File: src/mct_pkg.sv
package mct_pkg;

  // Channel count and data widths
  localparam int NCH = 6;
  localparam int NREG = 16;
  localparam int NFLG = 6;

  // Register offsets on the plain register port
  localparam logic [7:0] ADR_FLAG_BASE = 8'h00; // status flags, + channel
  localparam logic [7:0] ADR_CNT_BASE = 8'h08;  // counters, + channel
  localparam logic [7:0] ADR_GREG_BASE = 8'h10; // general regs, + index
  localparam logic [7:0] ADR_RUN = 8'h20;       // counter_run_control
  localparam logic [7:0] ADR_SYNC = 8'h21;      // counter_sync_select
  localparam logic [7:0] ADR_HALT = 8'h22;      // module_halt_control
  localparam logic [7:0] ADR_IOC_BASE = 8'h28;  // io_control_reg, + channel
  localparam logic [7:0] ADR_MODE_BASE = 8'h30; // mode_reg, + channel

  // Reset values
  localparam logic [15:0] CNT_RST = 16'h0000;
  localparam logic [15:0] GREG_RST = 16'hffff;
  localparam logic [7:0] RUN_RST = 8'h00;
  localparam logic [7:0] SYNC_RST = 8'h00;
  localparam logic [15:0] HALT_RST = 16'h3fff;
  localparam logic [7:0] CFG_RST = 8'h00;
  localparam logic [15:0] ONE16 = 16'h0001;

  // Writable bits of run and sync registers (bits 7 and 6 reserved)
  localparam logic [7:0] CHAN_MASK = 8'h3f;
  localparam int HALT_BIT = 13; // timer_halt_bit

  // Status flag positions
  localparam int FLG_A = 0;
  localparam int FLG_B = 1;
  localparam int FLG_C = 2;
  localparam int FLG_D = 3;
  localparam int FLG_V = 4;
  localparam int FLG_U = 5;

  // io_control_reg fields
  localparam int IOC_CAP_LSB = 0; // one capture-mode bit per reg A..D
  localparam int IOC_INIT = 4;    // initial output level
  localparam int IOC_OE = 5;      // pin driven as compare output

  // mode_reg fields
  localparam int MODE_CCLR_LSB = 0; // clear_source_select, 3 bits
  localparam int MODE_UPDN = 3;     // phase or cascade counting allowed
  localparam int MODE_DOWN = 4;     // count direction down
  localparam int MODE_BUFA = 5;     // reg C buffers reg A
  localparam int MODE_BUFB = 6;     // reg D buffers reg B

  // clear_source_select codes
  localparam logic [2:0] CCLR_NONE = 3'h0;
  localparam logic [2:0] CCLR_A = 3'h1;
  localparam logic [2:0] CCLR_B = 3'h2;
  localparam logic [2:0] CCLR_SYNC = 3'h3;
  localparam logic [2:0] CCLR_C = 3'h5;
  localparam logic [2:0] CCLR_D = 3'h6;

  // Register port request
  typedef struct packed {
    logic [7:0] addr;
    logic [15:0] wdata;
    logic wr;
    logic rd;
  } mct_bus_req_t;

  // Transfer controller activation, per channel and reg A..D
  typedef struct packed {
    logic [NCH-1:0][3:0] act;
    logic [NCH-1:0][3:0] disable_after_transfer_bit;
  } mct_xfer_t;

endpackage

File: src/mct_timer.sv
// Operation
// - Compare match sets flag A, B, C or D
// - Input capture copies counter, sets flag
// - Zero write after reading one clears flag
// - Transfer activation clears flag unless disabled
// - Six 16-bit counters; 0 and 3 up
// - Counters reset to zero, also standby
// - Others count down only in phase mode
// - Sixteen general registers, 4/2 per channel
// - Channels 0,3: C buffers A, D B
// - General registers reset to all ones
// - Run bits 5..0 start and stop counters
// - Run register resets zero; reserved bits zero
// - Stopping keeps compare output pin level
// - I/O write while stopped sets initial level
// - Sync bits select synchronous preset and clear
// - Sync register resets zero; reserved bits zero
// - Halt bit stops timer, blocks register access
// - Halt register resets 0x3fff, timer halted
// - Synchronised counter write presets all synchronised counters
// - Flags take only zero writes to clear
//
// The strobed register port and the address map were chosen for this implementation.
`timescale 1ns/1ns
module mct_timer (
  input wire logic clk_sys, // System clock, 10 MHz
  input wire logic rst_b, // Asynchronous reset, active low
  input wire logic hw_standby, // Hardware standby, initialises state
  input wire mct_pkg::mct_bus_req_t bus, // Register port request
  output logic [15:0] rd_data, // Read data, cycle after read strobe
  input wire logic [5:0] count_tick, // Count clock enable per channel
  input wire logic [5:0][3:0] capture_evt, // Capture strobes, regs A..D
  input wire mct_pkg::mct_xfer_t xfer, // Transfer controller activation
  output logic [5:0] pin_out, // Compare output level per channel
  output logic [5:0] pin_oe // Compare output drive enable
);
  import mct_pkg::*;

  // Register state
  logic [15:0] halt_ctrl; // module_halt_control
  logic [7:0] run_ctrl; // counter_run_control
  logic [7:0] sync_sel; // counter_sync_select
  logic [NCH-1:0][7:0] ioc; // io_control_reg per channel
  logic [NCH-1:0][7:0] mode; // mode_reg per channel
  logic [NCH-1:0][15:0] cnt; // channel_counter
  logic [NREG-1:0][15:0] greg; // compare_capture_general
  logic [NCH-1:0][NFLG-1:0] flag; // channel_status_flags
  logic [NCH-1:0][NFLG-1:0] armed; // Flag was read as one

  // Decoded strobes and events
  logic halted; // Timer in module stop
  logic acc_ok; // Register access permitted
  logic [NCH-1:0] run; // Counter advances this cycle
  logic [NCH-1:0] down; // Counter counts downward
  logic [NCH-1:0][3:0] match; // Compare match per reg
  logic [NCH-1:0][3:0] cap; // Input capture per reg
  logic [NCH-1:0] ovf; // Overflow event
  logic [NCH-1:0] unf; // Underflow event
  logic [NCH-1:0] own_clr; // Channel's own clear source fired
  logic [NCH-1:0] clr; // Counter clears this cycle
  logic [NCH-1:0] cnt_wr; // Software writes this counter
  logic [NCH-1:0] flag_wr; // Software writes this flag register
  logic [NCH-1:0] flag_rd; // Software reads this flag register
  logic [NCH-1:0] ioc_wr; // Software writes this io_control_reg
  logic [NCH-1:0] mode_wr; // Software writes this mode_reg
  logic [NREG-1:0] greg_wr; // Software writes this general reg
  logic sync_preset; // A synchronised counter was written
  logic sync_clr; // A synchronised channel cleared itself

  // Index of general register r of channel ch
  function automatic logic [3:0] greg_idx(input int ch, input int r);
    logic [3:0] base;
    base = 4'h0;
    unique case (ch)
      0: base = 4'h0;
      1: base = 4'h4;
      2: base = 4'h6;
      3: base = 4'h8;
      4: base = 4'hc;
      default: base = 4'he;
    endcase
    return base + 4'(r);
  endfunction

  // Channels with four general registers and up-only counters
  function automatic logic has_cd(input int ch);
    return (ch == 0) || (ch == 3);
  endfunction

  // Register r exists on channel ch
  function automatic logic reg_ok(input int ch, input int r);
    return (r < 2) || has_cd(ch);
  endfunction

  // Address equals base plus offset
  function automatic logic hit(input logic [7:0] a, input logic [7:0] base,
                               input int n);
    return a == (base + 8'(n));
  endfunction

  // Does the selected clear source fire
  function automatic logic clr_hit(input logic [2:0] sel,
                                   input logic [3:0] ev);
    logic h;
    h = 1'b0;
    unique case (sel)
      CCLR_A: h = ev[FLG_A];
      CCLR_B: h = ev[FLG_B];
      CCLR_C: h = ev[FLG_C];
      CCLR_D: h = ev[FLG_D];
      default: h = 1'b0;
    endcase
    return h;
  endfunction

  // Module stop gates counting and register access
  assign halted = halt_ctrl[HALT_BIT];
  assign acc_ok = !halted || (bus.addr == ADR_HALT);

  // Address decode of the register port
  always_comb
  begin
    cnt_wr = '0;
    flag_wr = '0;
    flag_rd = '0;
    ioc_wr = '0;
    mode_wr = '0;
    greg_wr = '0;
    for (int ch = 0; ch < NCH; ch++)
    begin
      cnt_wr[ch] = bus.wr && acc_ok && hit(bus.addr, ADR_CNT_BASE, ch);
      flag_wr[ch] = bus.wr && acc_ok && hit(bus.addr, ADR_FLAG_BASE, ch);
      flag_rd[ch] = bus.rd && acc_ok && hit(bus.addr, ADR_FLAG_BASE, ch);
      ioc_wr[ch] = bus.wr && acc_ok && hit(bus.addr, ADR_IOC_BASE, ch);
      mode_wr[ch] = bus.wr && acc_ok && hit(bus.addr, ADR_MODE_BASE, ch);
    end
    for (int i = 0; i < NREG; i++)
    begin
      greg_wr[i] = bus.wr && acc_ok && hit(bus.addr, ADR_GREG_BASE, i);
    end
  end

  // Per-channel count, match and capture events
  always_comb
  begin
    run = '0;
    down = '0;
    match = '0;
    cap = '0;
    ovf = '0;
    unf = '0;
    own_clr = '0;
    for (int ch = 0; ch < NCH; ch++)
    begin
      run[ch] = run_ctrl[ch] && count_tick[ch] && !halted;
      // Down counting only outside channels 0 and 3, in phase mode
      down[ch] = !has_cd(ch) && mode[ch][MODE_UPDN]
                 && mode[ch][MODE_DOWN];
      for (int r = 0; r < 4; r++)
      begin
        if (reg_ok(ch, r))
        begin
          // Compare register matches while the counter runs
          match[ch][r] = !ioc[ch][IOC_CAP_LSB + r] && run[ch]
                         && (cnt[ch] == greg[greg_idx(ch, r)]);
          // Capture register takes its strobe unless halted
          cap[ch][r] = ioc[ch][IOC_CAP_LSB + r] && capture_evt[ch][r]
                       && !halted;
        end
      end
      ovf[ch] = run[ch] && !down[ch] && (cnt[ch] == GREG_RST);
      unf[ch] = run[ch] && down[ch] && (cnt[ch] == CNT_RST);
      own_clr[ch] = clr_hit(mode[ch][MODE_CCLR_LSB +: 3],
                            match[ch] | cap[ch]);
    end
  end

  // Synchronous preset and clear across channels
  always_comb
  begin
    sync_preset = |(cnt_wr & sync_sel[NCH-1:0]);
    sync_clr = 1'b0;
    for (int ch = 0; ch < NCH; ch++)
    begin
      if (sync_sel[ch] && own_clr[ch])
      begin
        sync_clr = 1'b1;
      end
    end
    clr = '0;
    for (int ch = 0; ch < NCH; ch++)
    begin
      // Synchronised channel selecting sync clear follows the others
      clr[ch] = own_clr[ch] || (sync_sel[ch] && sync_clr
                && mode[ch][MODE_CCLR_LSB +: 3] == CCLR_SYNC);
    end
  end

  // Control registers: run, sync, halt, io control and mode
  always_ff @(posedge clk_sys or negedge rst_b)
  begin
    if (!rst_b)
    begin
      run_ctrl <= RUN_RST;
      sync_sel <= SYNC_RST;
      halt_ctrl <= HALT_RST;
      ioc <= '0;
      mode <= '0;
    end
    else if (hw_standby)
    begin
      run_ctrl <= RUN_RST;
      sync_sel <= SYNC_RST;
      halt_ctrl <= HALT_RST;
      ioc <= '0;
      mode <= '0;
    end
    else
    begin
      // Halt register stays reachable in module stop
      if (bus.wr && bus.addr == ADR_HALT)
      begin
        halt_ctrl <= bus.wdata;
      end
      // Reserved bits 7 and 6 always hold zero
      if (bus.wr && acc_ok && bus.addr == ADR_RUN)
      begin
        run_ctrl <= bus.wdata[7:0] & CHAN_MASK;
      end
      if (bus.wr && acc_ok && bus.addr == ADR_SYNC)
      begin
        sync_sel <= bus.wdata[7:0] & CHAN_MASK;
      end
      for (int ch = 0; ch < NCH; ch++)
      begin
        if (ioc_wr[ch])
        begin
          ioc[ch] <= bus.wdata[7:0];
        end
        if (mode_wr[ch])
        begin
          mode[ch] <= bus.wdata[7:0];
        end
      end
    end
  end

  // Counters: preset, clear, count
  always_ff @(posedge clk_sys or negedge rst_b)
  begin
    if (!rst_b)
    begin
      cnt <= '0;
    end
    else if (hw_standby)
    begin
      cnt <= '0;
    end
    else
    begin
      for (int ch = 0; ch < NCH; ch++)
      begin
        if (cnt_wr[ch] || (sync_sel[ch] && sync_preset))
        begin
          cnt[ch] <= bus.wdata;
        end
        else if (clr[ch])
        begin
          cnt[ch] <= CNT_RST;
        end
        else if (run[ch] && down[ch])
        begin
          cnt[ch] <= cnt[ch] - ONE16;
        end
        else if (run[ch])
        begin
          cnt[ch] <= cnt[ch] + ONE16;
        end
      end
    end
  end

  // General registers: capture, buffer transfer, software write
  always_ff @(posedge clk_sys or negedge rst_b)
  begin
    if (!rst_b)
    begin
      greg <= {NREG{GREG_RST}};
    end
    else if (hw_standby)
    begin
      greg <= {NREG{GREG_RST}};
    end
    else
    begin
      for (int ch = 0; ch < NCH; ch++)
      begin
        for (int r = 0; r < 4; r++)
        begin
          if (reg_ok(ch, r) && cap[ch][r])
          begin
            greg[greg_idx(ch, r)] <= cnt[ch];
          end
        end
        if (has_cd(ch))
        begin
          // Buffer pairs: C with A, D with B
          for (int r = 0; r < 2; r++)
          begin
            if (mode[ch][MODE_BUFA + r] && match[ch][r])
            begin
              greg[greg_idx(ch, r)] <= greg[greg_idx(ch, r + 2)];
            end
            if (mode[ch][MODE_BUFA + r] && cap[ch][r])
            begin
              greg[greg_idx(ch, r + 2)] <= greg[greg_idx(ch, r)];
            end
          end
        end
      end
      // Software write wins over hardware in the same cycle
      for (int i = 0; i < NREG; i++)
      begin
        if (greg_wr[i])
        begin
          greg[i] <= bus.wdata;
        end
      end
    end
  end

  // Status flags and the read-as-one arming for clearing
  always_ff @(posedge clk_sys or negedge rst_b)
  begin
    if (!rst_b)
    begin
      flag <= '0;
      armed <= '0;
    end
    else if (hw_standby)
    begin
      flag <= '0;
      armed <= '0;
    end
    else
    begin
      for (int ch = 0; ch < NCH; ch++)
      begin
        for (int b = 0; b < NFLG; b++)
        begin
          logic ev; // Hardware set event
          logic ok; // Flag exists on this channel
          logic sw_clr; // Zero written after reading one
          logic tx_clr; // Cleared by transfer activation
          ev = 1'b0;
          ok = 1'b0;
          sw_clr = 1'b0;
          tx_clr = 1'b0;
          if (b < 4)
          begin
            ev = match[ch][b] || cap[ch][b];
            ok = reg_ok(ch, b);
            tx_clr = xfer.act[ch][b]
                     && !xfer.disable_after_transfer_bit[ch][b];
          end
          else if (b == FLG_V)
          begin
            ev = ovf[ch];
            ok = 1'b1;
          end
          else
          begin
            ev = unf[ch];
            ok = !has_cd(ch);
          end
          // Writing one leaves the flag alone
          sw_clr = flag_wr[ch] && !bus.wdata[b] && armed[ch][b];
          // Set beats a coincident clear
          flag[ch][b] <= ok && (ev || (flag[ch][b] && !sw_clr
                                       && !tx_clr));
          if (flag_rd[ch] && flag[ch][b])
          begin
            armed[ch][b] <= 1'b1;
          end
          else if (flag_wr[ch] || !flag[ch][b])
          begin
            armed[ch][b] <= 1'b0;
          end
        end
      end
    end
  end

  // Compare output pins
  always_ff @(posedge clk_sys or negedge rst_b)
  begin
    if (!rst_b)
    begin
      pin_out <= '0;
      pin_oe <= '0;
    end
    else if (hw_standby)
    begin
      pin_out <= '0;
      pin_oe <= '0;
    end
    else
    begin
      for (int ch = 0; ch < NCH; ch++)
      begin
        if (ioc_wr[ch])
        begin
          pin_oe[ch] <= bus.wdata[IOC_OE];
        end
        if (ioc_wr[ch] && !run_ctrl[ch])
        begin
          pin_out[ch] <= bus.wdata[IOC_INIT];
        end
        else if (ioc[ch][IOC_OE] && match[ch][FLG_A])
        begin
          pin_out[ch] <= !pin_out[ch];
        end
      end
    end
  end

  // Read data, valid in the cycle after the read strobe
  always_ff @(posedge clk_sys or negedge rst_b)
  begin
    if (!rst_b)
    begin
      rd_data <= '0;
    end
    else
    begin
      rd_data <= '0;
      if (bus.rd && acc_ok)
      begin
        if (bus.addr == ADR_HALT)
        begin
          rd_data <= halt_ctrl;
        end
        if (bus.addr == ADR_RUN)
        begin
          rd_data <= {8'h00, run_ctrl};
        end
        if (bus.addr == ADR_SYNC)
        begin
          rd_data <= {8'h00, sync_sel};
        end
        for (int ch = 0; ch < NCH; ch++)
        begin
          if (hit(bus.addr, ADR_FLAG_BASE, ch))
          begin
            // Direction reads one on up-only channels; bit 6 reads one
            rd_data <= {8'h00, has_cd(ch) || !down[ch], 1'b1, flag[ch]};
          end
          if (hit(bus.addr, ADR_CNT_BASE, ch))
          begin
            rd_data <= cnt[ch];
          end
          if (hit(bus.addr, ADR_IOC_BASE, ch))
          begin
            rd_data <= {8'h00, ioc[ch]};
          end
          if (hit(bus.addr, ADR_MODE_BASE, ch))
          begin
            rd_data <= {8'h00, mode[ch]};
          end
        end
        for (int i = 0; i < NREG; i++)
        begin
          if (hit(bus.addr, ADR_GREG_BASE, i))
          begin
            rd_data <= greg[i];
          end
        end
      end
    end
  end

endmodule

File: config.mk
export PLATFORM = sky130hd
export DESIGN_NAME = mct_timer
export DESIGN_NICKNAME = d
export VERILOG_FILES = /design/src/mct_pkg.sv /design/src/mct_timer.sv
export SDC_FILE = /design/constraint.sdc
export NUM_CORES = 2
export LEC_CHECK = 0
export BUFFER_PORTS_ARGS = -buffer_cell sky130_fd_sc_hd__buf_4
export CELL_PAD_IN_SITES_DETAIL_PLACEMENT = 1
export CELL_PAD_IN_SITES_GLOBAL_PLACEMENT = 2
export CORE_MARGIN = 2
export CORE_UTILIZATION = 35
export CTS_CLUSTER_DIAMETER = 200
export DETAILED_ROUTE_END_ITERATION = 7
export GPL_TIMING_DRIVEN = 0
export HOLD_SLACK_MARGIN = 0.08
export MAX_ROUTING_LAYER = met4
export PLACE_DENSITY = 0.85
export SYNTH_ARGS = -nofsm -noshare
export SYNTH_HDL_FRONTEND = slang
export SYNTH_SLANG_ARGS = --single-unit
File: constraint.sdc
create_clock -name clk_sys -period 5.6 [get_ports clk_sys]
set_input_delay 0.28 -clock clk_sys [delete_from_list [all_inputs] [get_ports clk_sys]]
set_output_delay 0.28 -clock clk_sys [all_outputs]
set_load 0.01 [all_outputs]
==> impl_metrics.env <==
export IMPL_outcome="complete, but fails checks"
export IMPL_violations="design-rule violations, max-capacitance violations, max-slew violations, negative setup slack"
export IMPL_dr_pass1_iters=8
export IMPL_vias=44300
export IMPL_clkLatencyLatePin_ns=0.72
export IMPL_synth_top_family_by_area="compound AO/OA/AOI/OAI gates"
export IMPL_drt_met1_wl_um=101000
export IMPL_async_flop_share_pct=100
export IMPL_swShare_pct=30.2
export IMPL_drive_above_1_share_pct=15.3
export IMPL_critPathKind="in -> reg"
export IMPL_dieArea_mm2=0.111
export IMPL_reg_top3="greg: 256 flops, cnt: 96 flops"
export IMPL_rows=120
export IMPL_fin_skew_ns=0.0389
export IMPL_io_buffers=96
export IMPL_synth_area_leaders="dfstp_2, dfrtp_1, nand2_1"
export IMPL_final_cell_area_mm2=0.0438
export IMPL_critPathLaunchType="input pin"
export IMPL_synthToLayoutAreaGrowth_pct=15.6
export IMPL_placed_area_mm2=0.0407
export IMPL_fin_crit_ns=5.91
export IMPL_wirelength_um=262000
export IMPL_multi_input_area_mm2=0.0216
export IMPL_avgViaCountPerCell=6.91
export IMPL_final_setup_worst_slack_ns=-0.309
export IMPL_die_height_um=333
export IMPL_initial_core_util_pct=35.3
export IMPL_worstMarginPinSlew_ns=1.67
export IMPL_synth_flop_cell="dfrtp_1"
export IMPL_cp_required_ns=6.10
export IMPL_ant_nets=0
export IMPL_slew_viol_final=82
export IMPL_finalHoldViolCount=0
export IMPL_maxUsedRoutingLayer="met4"
export IMPL_cp_end_kind="register"
export IMPL_vdd_drop_max_mv=0.318
export IMPL_hold_path_class="in -> async"
export IMPL_clk_pin_slew_worst_paths_ns=0.06
export IMPL_drv_cap=9
export IMPL_rsz0062_at_grt="no"
export IMPL_fp_dieW_um=333
export IMPL_largest_reg_flops=256
export IMPL_antenna_found_initial=38
export IMPL_layout_cells_non_filler=6415
export IMPL_synth_area_leader_cell="dfstp_2"
export IMPL_coreArea_mm2=0.107
export IMPL_wl_per_cell_um=40.9
export IMPL_ys_ff_latch=550
export IMPL_p_leak_uw=0.0169
export IMPL_grt_pass1_vias=42700
export IMPL_dpl_cell_count=6206
export IMPL_dp_hpwl_um=192000
export IMPL_max_freq_mhz=169
export IMPL_cts_max_level=3
export IMPL_synth_area_mux_share_pct=0.423
export IMPL_drc_errors=1
export IMPL_finalCritPeriodShare_pct=106
export IMPL_netlist_area_mm2=0.0379
export IMPL_synth_xor_area_share_pct=7.40
export IMPL_yosys_warnings=0
export IMPL_seq_area_mm2=0.0141
export IMPL_grt_max_degree=101
export IMPL_netlist_top_cells_count="nand2_1, a21oi_1, o21ai_0"
export IMPL_grt_use_total_pct=47.5
export IMPL_power_switching_uw=3290
export IMPL_regMostFlops="greg"
export IMPL_syn_avg_cell_area_um2=8.07
export IMPL_drtIter0Drc=6558
export IMPL_slew_headroom_pct=-11.4
export IMPL_seqPwrFrac_pct=42.1
export IMPL_synthSimpleGateAreaFrac_pct=20.9
export IMPL_p_int_uw=7580
export IMPL_numCtsBuffers=72
export IMPL_clkSinkCount=550
export IMPL_synth_adder_area_share_pct=2.23
export IMPL_io_pins=135
export IMPL_postSynthCellCount=4692
export IMPL_globalplace_congestion=1.10
export IMPL_cts_max_path_buffers=3
export IMPL_pwr_share_clk_pct=48.1
export IMPL_yosysUniqueCellTypes=94
export IMPL_yosysSeqAreaShare_pct=37.2
export IMPL_cts_tree="built"
export IMPL_dr_wl_met2_um=105000
export IMPL_root_buffer="clkbuf_16"
export IMPL_synth_edff_count=0
export IMPL_syn_nets=4864
export IMPL_cp_max_fo=11
export IMPL_postCtsSetupRepairBufs=0
export IMPL_yosysTopAreaCellShare_pct=18.7
export IMPL_crit_arrival_ns=6.41
export IMPL_yosysMostFrequentCell="nand2_1"
export IMPL_pwr_density_cell_mw_per_mm2=248
export IMPL_combPwrFrac_pct=9.8
export IMPL_synth_compound_area_share_pct=26.0
export IMPL_dr_wl_met3_um=32800
export IMPL_grt_overflow=0
export IMPL_nNetsFinal=5084
export IMPL_setup_viol=15
export IMPL_grt_pass1_wl_um=356000
export IMPL_nFillCells=12900
## critical path, stage by stage
cell and delay, ns:
buf_4 0.20, clkbuf_1 1.23, clkbuf_1 0.74, buf_2 0.83
clkbuf_1 0.67, clkbuf_1 0.92, clkbuf_1 1.27, nor2_1 0.18
## cell families after synthesis
logic type               after synthesis
buffers and inverters                508
adder cells (fa/ha/maj)               65
multiplexers                          16
AND/OR/NAND/NOR                     1708
XOR/XNOR                             320
AO/OA/AOI/OAI                       1525
flip-flops                           550
## through the flow
step / utilization [%] / hold slack, ns / setup TNS [ns] / setup slack [ns] / power, uW
finish: 40.9 / 0.0594 / -2.73 / -0.309 / 10900
global route: 40.8 / 0.108 / 0 / 0.00853 / 11000
CTS: 40.7 / 0.0836 / 0 / 0.0603 / 10700
detailed placement: 38.0 / 0.193 / -16.05 / -1.52 / 5580
global placement: 37.6 / 0.488 / -759.66 / -2.44 / 5540
floorplan: - / -0.0156 / 0 / 0.882 / 4830
## layer usage
layer | global-route usage [%] | up-vias
li1 | - | 17500
met5 | - | -
met2 | 63.8 | 3318
met4 | 35.7 | 0
met1 | 58.3 | 22500
met3 | 16.0 | 952
## cells in the final DEF, fill, tap and decap left out, types with 18 or more instances in the layout
| cell type | count |
|---|---|
| a211oi_1 | 18 |
| a21o_1 | 22 |
| a21oi_1 | 462 |
| a221oi_1 | 124 |
| a22oi_1 | 173 |
| a31oi_1 | 29 |
| and3_1 | 23 |
| buf_2 | 102 |
| buf_4 | 117 |
| clkbuf_1 | 249 |
| clkbuf_16 | 79 |
| clkbuf_2 | 34 |
| dfrtp_1 | 280 |
| dfstp_2 | 270 |
| diode_2 | 40 |
| dlygate4sd3_1 | 34 |
| ha_1 | 61 |
| inv_1 | 85 |
| nand2_1 | 669 |
| nand2b_1 | 34 |
| nand3_1 | 225 |
| nand4_1 | 60 |
| nor2_1 | 360 |
| nor3_1 | 93 |
| nor3b_1 | 28 |
| nor4_1 | 73 |
| o21ai_0 | 405 |
| o22ai_1 | 32 |
| or2_2 | 22 |
| xnor2_1 | 121 |
| xor2_1 | 199 |
## area by class of cell
cell class	instances	area share, %
sequential	550	32.2
clock inverter	29	0.828
clock buffer	105	4.97
timing repair buffer	146	3.15
buffer	420	4.45
antenna	40	0.229
multi-input combinational	3634	49.4
inverter	88	0.754
tap	1403	4.01
## power by group through the flow
stage / clock network (uW) / registers [uW] / logic, uW
floorplan: 0 / 4400 / 430
global placement: 0 / 4600 / 935
detailed placement: 0 / 4600 / 980
CTS: 5190 / 4540 / 1000
global route: 5330 / 4550 / 1080
finish: 5230 / 4580 / 1060
## path summary, 6_finish.rpt
kind                                            from               endpoint  slack [ns]  cells past startpoint
max                                       hw_standby    cnt[28]$_DFFE_PN0P_       -0.31                      8
min                                            rst_b    cnt[74]$_DFFE_PN0P_        0.06                      2
max reg2reg                halt_ctrl[13]$_DFFE_PN1P_    cnt[88]$_DFFE_PN0P_       -0.04                     13
min reg2reg                    armed[17]$_DFFE_PN0P_  armed[17]$_DFFE_PN0P_        0.51                      2
max in group asynchronous                      rst_b   greg[64]$_DFFE_PN1P_        3.41                      6
min in group clk_sys                        xfer[16]     flag[24]$_DFF_PN0_        0.10                      4
## timing repair
action | in CTS | in global routing
endpoints found under the hold margin | 86 | 0
endpoints found under the setup margin | 41 | 2
resized for setup | 14 | 2
gates cloned | 0 | 0
hold buffers | 34 | 0
Power figures use the tool's default switching activity.
